==> src/tie_pkg.sv <==
package tie_pkg;
   localparam int ADDR_W = 4;
   localparam int BANK_W = 8;
   localparam logic [ADDR_W-1:0] OFS_ENABLE = 4'h0;
   localparam logic [ADDR_W-1:0] OFS_STATUS = 4'h4;
   localparam logic [ADDR_W-1:0] OFS_MASK = 4'h8;
   localparam logic [ADDR_W-1:0] OFS_GATED = 4'hc;
   localparam logic [BANK_W-1:0] ENABLE_RST = 8'h00;
   localparam logic [BANK_W-1:0] ENABLE_IMPL = 8'h7f;
   localparam logic [BANK_W-1:0] STATUS_RST = 8'h00;
   localparam logic [BANK_W-1:0] MASK_RST = 8'h00;
   localparam int POS_T8_MATCH = 6;
   localparam int POS_T5_GATE = 5;
   localparam int POS_T5_MATCH = 4;
   localparam int POS_T3_GATE = 3;
   localparam int POS_T3_MATCH = 2;
   localparam int POS_T6_MATCH = 1;
   localparam int POS_T4_MATCH = 0;
   localparam logic [1:0] RESP_OKAY = 2'b00;
   localparam logic [1:0] RESP_SLVERR = 2'b10;
endpackage

==> src/tie_gate_if.sv <==
interface tie_gate_if;
   import tie_pkg::*;
   logic [BANK_W-1:0] flags;
   logic [BANK_W-1:0] enables;
   logic [BANK_W-1:0] gated;
   logic anyReq;
   modport gate (input flags, input enables, output gated, output anyReq);
   modport user (output flags, output enables, input gated, input anyReq);
endinterface

==> src/tie_gate.sv <==
module tie_gate (
   tie_gate_if.gate g
);
   import tie_pkg::*;
   assign g.gated[POS_T8_MATCH] = g.flags[POS_T8_MATCH] & g.enables[POS_T8_MATCH];
   assign g.gated[POS_T5_GATE] = g.flags[POS_T5_GATE] & g.enables[POS_T5_GATE];
   assign g.gated[POS_T5_MATCH] = g.flags[POS_T5_MATCH] & g.enables[POS_T5_MATCH];
   assign g.gated[POS_T3_GATE] = g.flags[POS_T3_GATE] & g.enables[POS_T3_GATE];
   assign g.gated[POS_T3_MATCH] = g.flags[POS_T3_MATCH] & g.enables[POS_T3_MATCH];
   assign g.gated[POS_T6_MATCH] = g.flags[POS_T6_MATCH] & g.enables[POS_T6_MATCH];
   assign g.gated[POS_T4_MATCH] = g.flags[POS_T4_MATCH] & g.enables[POS_T4_MATCH];
   // Bit 7 unimplemented, never requests
   assign g.gated[7] = 1'b0;
   assign g.anyReq = |g.gated;
endmodule

==> src/tie_bank.sv <==
// The register offsets and the AXI4-Lite register port were chosen for this implementation.
module tie_bank (
   input wire logic clk_sys,
   input wire logic rstn,
   input wire logic [tie_pkg::BANK_W-1:0] timerFlags,
   output logic periphIrq,
   output logic irq,
   input wire logic [tie_pkg::ADDR_W-1:0] s_axi_awaddr,
   input wire logic s_axi_awvalid,
   output logic s_axi_awready,
   input wire logic [31:0] s_axi_wdata,
   input wire logic [3:0] s_axi_wstrb,
   input wire logic s_axi_wvalid,
   output logic s_axi_wready,
   output logic [1:0] s_axi_bresp,
   output logic s_axi_bvalid,
   input wire logic s_axi_bready,
   input wire logic [tie_pkg::ADDR_W-1:0] s_axi_araddr,
   input wire logic s_axi_arvalid,
   output logic s_axi_arready,
   output logic [31:0] s_axi_rdata,
   output logic [1:0] s_axi_rresp,
   output logic s_axi_rvalid,
   input wire logic s_axi_rready
);
   import tie_pkg::*;

   logic [BANK_W-1:0] enable_reg, enable_next;
   logic [BANK_W-1:0] status_reg, status_next;
   logic [BANK_W-1:0] mask_reg, mask_next;
   logic [BANK_W-1:0] flagsPrev_reg;
   logic periphIrq_reg, irq_reg;
   logic awHeld_reg, wHeld_reg;
   logic [ADDR_W-1:0] awAddr_reg;
   logic [31:0] wData_reg;
   logic [3:0] wStrb_reg;
   logic bValid_reg, rValid_reg;
   logic [1:0] bResp_reg, rResp_reg;
   logic [31:0] rData_reg;
   logic awReady_reg, wReady_reg, arReady_reg;

   tie_gate_if gi ();
   tie_gate u_gate (.g(gi));

   assign gi.flags = timerFlags;
   assign gi.enables = enable_reg;

   function automatic logic known(input logic [ADDR_W-1:0] a);
      known = (a == OFS_ENABLE) || (a == OFS_STATUS) || (a == OFS_MASK) || (a == OFS_GATED);
   endfunction

   // Write path: address and data latched independently
   wire awTake = s_axi_awvalid & ~awHeld_reg & ~bValid_reg;
   wire wTake = s_axi_wvalid & ~wHeld_reg & ~bValid_reg;
   wire doWrite = awHeld_reg & wHeld_reg & ~bValid_reg;
   wire wrLane0 = doWrite & wStrb_reg[0];
   wire wrEnable = wrLane0 & (awAddr_reg == OFS_ENABLE);
   wire wrStatus = wrLane0 & (awAddr_reg == OFS_STATUS);
   wire wrMask = wrLane0 & (awAddr_reg == OFS_MASK);
   wire awHeld_next = ~doWrite & (awTake | awHeld_reg);
   wire wHeld_next = ~doWrite & (wTake | wHeld_reg);
   wire bValid_next = doWrite | (bValid_reg & ~s_axi_bready);

   // Events are rising edges of gated requests; set beats write-one-to-clear
   wire [BANK_W-1:0] events = gi.gated & ~flagsPrev_reg;
   wire [BANK_W-1:0] clrBits = wrStatus ? wData_reg[BANK_W-1:0] : '0;

   assign enable_next = wrEnable ? (wData_reg[BANK_W-1:0] & ENABLE_IMPL) : enable_reg;
   assign status_next = (status_reg & ~clrBits) | events;
   assign mask_next = wrMask ? (wData_reg[BANK_W-1:0] & ENABLE_IMPL) : mask_reg;

   wire arTake = s_axi_arvalid & ~rValid_reg;
   wire rValid_next = arTake | (rValid_reg & ~s_axi_rready);
   wire [BANK_W-1:0] rdSel = (s_axi_araddr == OFS_ENABLE) ? enable_reg :
                             (s_axi_araddr == OFS_STATUS) ? status_reg :
                             (s_axi_araddr == OFS_MASK) ? mask_reg :
                             (s_axi_araddr == OFS_GATED) ? gi.gated : '0;

   always_ff @(posedge clk_sys or negedge rstn) begin
      if (!rstn) begin
         enable_reg <= ENABLE_RST;
         status_reg <= STATUS_RST;
         mask_reg <= MASK_RST;
         flagsPrev_reg <= '0;
         periphIrq_reg <= 1'b0;
         irq_reg <= 1'b0;
      end else begin
         enable_reg <= enable_next;
         status_reg <= status_next;
         mask_reg <= mask_next;
         flagsPrev_reg <= gi.gated;
         periphIrq_reg <= gi.anyReq;
         irq_reg <= |(status_next & mask_next);
      end
   end

   always_ff @(posedge clk_sys or negedge rstn) begin
      if (!rstn) begin
         awHeld_reg <= 1'b0;
         wHeld_reg <= 1'b0;
         awAddr_reg <= '0;
         wData_reg <= '0;
         wStrb_reg <= '0;
         bValid_reg <= 1'b0;
         bResp_reg <= RESP_OKAY;
         awReady_reg <= 1'b1;
         wReady_reg <= 1'b1;
      end else begin
         awReady_reg <= ~awHeld_next & ~bValid_next;
         wReady_reg <= ~wHeld_next & ~bValid_next;
         if (awTake) begin
            awHeld_reg <= 1'b1;
            awAddr_reg <= s_axi_awaddr;
         end
         if (wTake) begin
            wHeld_reg <= 1'b1;
            wData_reg <= s_axi_wdata;
            wStrb_reg <= s_axi_wstrb;
         end
         if (doWrite) begin
            awHeld_reg <= 1'b0;
            wHeld_reg <= 1'b0;
            bValid_reg <= 1'b1;
            bResp_reg <= known(awAddr_reg) ? RESP_OKAY : RESP_SLVERR;
         end else if (bValid_reg && s_axi_bready) begin
            bValid_reg <= 1'b0;
         end
      end
   end

   // Ready flops carry the value the held state will have, so timing matches a decode of it
   always_ff @(posedge clk_sys or negedge rstn) begin
      if (!rstn) begin
         arReady_reg <= 1'b1;
      end else begin
         arReady_reg <= ~rValid_next;
      end
   end

   always_ff @(posedge clk_sys or negedge rstn) begin
      if (!rstn) begin
         rValid_reg <= 1'b0;
         rData_reg <= '0;
         rResp_reg <= RESP_OKAY;
      end else if (arTake) begin
         rValid_reg <= 1'b1;
         rData_reg <= {24'h000000, rdSel};
         rResp_reg <= known(s_axi_araddr) ? RESP_OKAY : RESP_SLVERR;
      end else if (rValid_reg && s_axi_rready) begin
         rValid_reg <= 1'b0;
      end
   end

   assign s_axi_awready = awReady_reg;
   assign s_axi_wready = wReady_reg;
   assign s_axi_bvalid = bValid_reg;
   assign s_axi_bresp = bResp_reg;
   assign s_axi_arready = arReady_reg;
   assign s_axi_rvalid = rValid_reg;
   assign s_axi_rdata = rData_reg;
   assign s_axi_rresp = rResp_reg;
   assign periphIrq = periphIrq_reg;
   assign irq = irq_reg;
endmodule

==> config.mk <==
export PLATFORM = sky130hd
export DESIGN_NAME = tie_bank
export DESIGN_NICKNAME = d
export VERILOG_FILES = /design/src/tie_pkg.sv /design/src/tie_gate_if.sv /design/src/tie_gate.sv /design/src/tie_bank.sv
export SDC_FILE = /design/constraint.sdc
export NUM_CORES = 1
export LEC_CHECK = 0
export BUFFER_PORTS_ARGS = -buffer_cell sky130_fd_sc_hd__buf_2
export CORE_MARGIN = 2
export CORE_UTILIZATION = 40
export CTS_CLUSTER_SIZE = 8
export DETAILED_ROUTE_END_ITERATION = 7
export PLACE_DENSITY_LB_ADDON = 0.12
export SKIP_CTS_REPAIR_TIMING = 1
export SYNTH_ARGS = -nofsm -noshare
export SYNTH_HDL_FRONTEND = slang
export SYNTH_SLANG_ARGS = --single-unit
export TNS_END_PERCENT = 50
==> constraint.sdc <==
create_clock -name clk_sys -period 3.6 [get_ports clk_sys]
set_clock_uncertainty 0.2 [all_clocks]
set_input_delay 0.36 -clock clk_sys [delete_from_list [all_inputs] [get_ports clk_sys]]
set_output_delay 0.36 -clock clk_sys [all_outputs]
set_load 0.01 [all_outputs]
==> metrics.yaml <==
status:
  status: "completed"
clocking:
  cts.sinks: 62
  clockBufferDepth: 2
  path_clk_slew_ns: 0.07
  htreeDepth: 3
  cts_buffers: 9
  root_buffer: "clkbuf_8"
  cts_tree: "built"
  worstSkewPairLatency_ns: 0.34
power:
  power.internal_mw: 1.584
  power_density_mw_per_mm2: 706.7
  switching_power_mw: 0.8037
  p_total_mw: 2.387
  p_clk_share_pct: 25.0
  switching_share_pct: 33.67
  power.leakage_nw: 1.697
  seqPwrFrac_pct: 47.5
  ir_drop_mv: 0.3471
  comb_power_share_pct: 27.5
global_route:
  antenna_found_initial: 0
  grt_pass1_vias: 1923
  track_usage_pct: 15.72
  globalRouteOverflowTotal: 0
  grt_pass1_wl_um: 9936
  grt_max_degree: 52
drt:
  post_drt_via_cell_ratio: 4.828
  first_iter_violations: 78
  drt-pass1-iter-count: 4
  remaining_drc_errors: 0
  vias: 2100
  antenna_left: 0
  wire_per_inst_um: 14.20
  finalWirelength_um: 6176
floorplan:
  fp.dieArea_mm2: 0.008072
  row_count: 31
  die_y_um: 89.85
  pin_count: 102
  die_width_um: 89.85
  start_util_pct: 41.08
  core_area_mm2: 0.007176
yosys:
  ys_top_cells_by_count: "dfrtp_1 (59), nand2_1 (38), buf_4 (26), o21ai_0 (20), mux2_2 (16)"
  yosysTopAreaCell: "dfrtp_1"
  syn-instance-count: 282
  synthArstFlopShare_pct: 100.0
  synth_edf_count: 0
  yosys_most_used_dff: "dfrtp_1"
  syn_area_per_cell_um2: 10.45
  syn_area_mm2: 0.002948
  ys_seq_area_share_pct: 52.76
  synth_top_area_share_pct: 50.08
  synth_warnings: 0
  yosysMostFrequentCell: "dfrtp_1"
  ys_types: 49
  synthTopCellsByArea: "dfrtp_1 (50%), buf_4 (6.6%), mux2_2 (6.1%), nand2_1 (4.8%), o21ai_0 (3.4%)"
  ys_ff_latch: 62
critical_path:
  critPathMaxFanout: 8
  end_kind: "flip-flop"
  crit_path_start_kind: "flip-flop"
  criticalPathCategory: "reg2reg"
  required_ns: 3.60
  arrival_ns: 2.56
final_layout:
  diodes: 0
  area_growth_pct: 14.60
  utilization_pct: 47.08
  num-nets-final: 390
  fin_cells: 435
  drive_above_1_share_pct: 26.19
run:
  cap_viol_max_count: 0
timing:
  setup_viol: 0
  tightest_slew_ns: 0.8365
  maxSlewViolCount: 0
  rsz0062_at_grt: "false"
  finalCriticalPeriod_ns: 2.554
  fin_crit_sh_pct: 70.95
  max_freq_mhz: 391.5
  setup_tns_ns: 0
  slew-limit-headroom_pct: 43.81
  finalHoldViolations: 0
min_path:
  hold_path_class: "in2reg"
place:
  gp_congestion: 0.7429
  dp_hpwl_um: 4516
  port-buffer-count: 47
  dp_cells: 418
[power by group through the flow]
| stage | combinational [mW] | sequential (mW) | clock, mW |
|---|---|---|---|
| floorplan | 0.479 | 1.12 | 0 |
| global placement | 0.650 | 1.14 | 0 |
| detailed placement | 0.660 | 1.15 | 0 |
| CTS | 0.663 | 1.13 | 0.615 |
| global route | 0.740 | 1.17 | 0.632 |
| finish | 0.656 | 1.13 | 0.597 |
[per-layer routing]
layer	global-route usage [%]	up-vias	share of wire (%)
met5	0	-	0
met4	8.462	0	1.9
li1	-	1032	-
met2	20.96	68	42
met3	3.101	10	5.2
met1	23.85	990	51
[logic make-up after synthesis]
kind of cell    share of synthesized area, %
mux                                    9.253
compound gates                         15.28
simple gates                           12.56
flops                                  52.76
other cells                           0.1272
buf+inv                                10.02
[final timing paths]
| kind | depth (start not counted) | slack [ns] | to | start |
|---|---|---|---|---|
| worst max register to register | 5 | 1.05 | irq$_DFF_PN0_ | awAddr_reg[1]$_DFFE_PN0P_ |
| min in group asynchronous | 2 | 0.22 | enable_reg[3]$_DFFE_PN0P_ | rstn |
| worst max-delay path | 5 | 1.05 | irq$_DFF_PN0_ | awAddr_reg[1]$_DFFE_PN0P_ |
| max in group asynchronous | 3 | 2.05 | flagsPrev_reg[0]$_DFF_PN0_ | rstn |
| worst min-delay path | 2 | 0.02 | s_axi_rvalid$_DFFE_PN0P_ | s_axi_rready |
| worst min register to register | 1 | 0.24 | status_reg[7]$_DFF_PN0_ | wData_reg[7]$_DFFE_PN0P_ |
[placed cells by master, fill, tap and decap left out, types with 2 or more instances in the layout]
| cell type | n |
|---|---|
| o31ai_1 | 4 |
| clkinv_2 | 4 |
| buf_2 | 47 |
| mux2_2 | 16 |
| nand4b_1 | 2 |
| nor2b_1 | 5 |
| a21oi_1 | 8 |
| nor2_1 | 13 |
| a21o_1 | 3 |
| mux2_1 | 2 |
| dfstp_2 | 3 |
| inv_1 | 15 |
| nand2_1 | 38 |
| o21a_1 | 2 |
| o221ai_1 | 3 |
| buf_4 | 2 |
| o21ai_0 | 20 |
| dfrtp_1 | 59 |
| o22ai_1 | 7 |
| conb_1 | 26 |
| a22oi_1 | 8 |
| mux2i_1 | 7 |
| or2_2 | 3 |
| or3_1 | 2 |
| clkbuf_8 | 10 |
[stage by stage]
step,hold WS (ns),instance area (um^2),worst slack (ns)
after floorplan,-0.1356,3042,1.330
after CTS,-0.3164,3368,0.9877
final,0.01744,3378,1.046
after global placement,0.05202,3177,1.002
after global routing,0.01807,3378,0.9252
after detailed placement,0.05458,3177,1.000
[final cells by class]
cell class | count | area, um^2
Multi-Input combinational cell | 193 | 1191
Fill cell | 738 | 3797
Sequential cell | 62 | 1555
Timing Repair Buffer | 50 | 260.3
Inverter | 15 | 56.30
Clock inverter | 5 | 50.05
Clock buffer | 11 | 141.4
Tap cell | 99 | 123.9
[worst max-delay path: stages (launching register included)]
cell       delay [ns]
dfrtp_1          0.40
or4b_1           0.70
o31a_1           0.34
o211a_1          0.22
a2111oi_2        0.41
nand4b_1         0.15
Note: power is estimated with default switching activity, not from simulation.
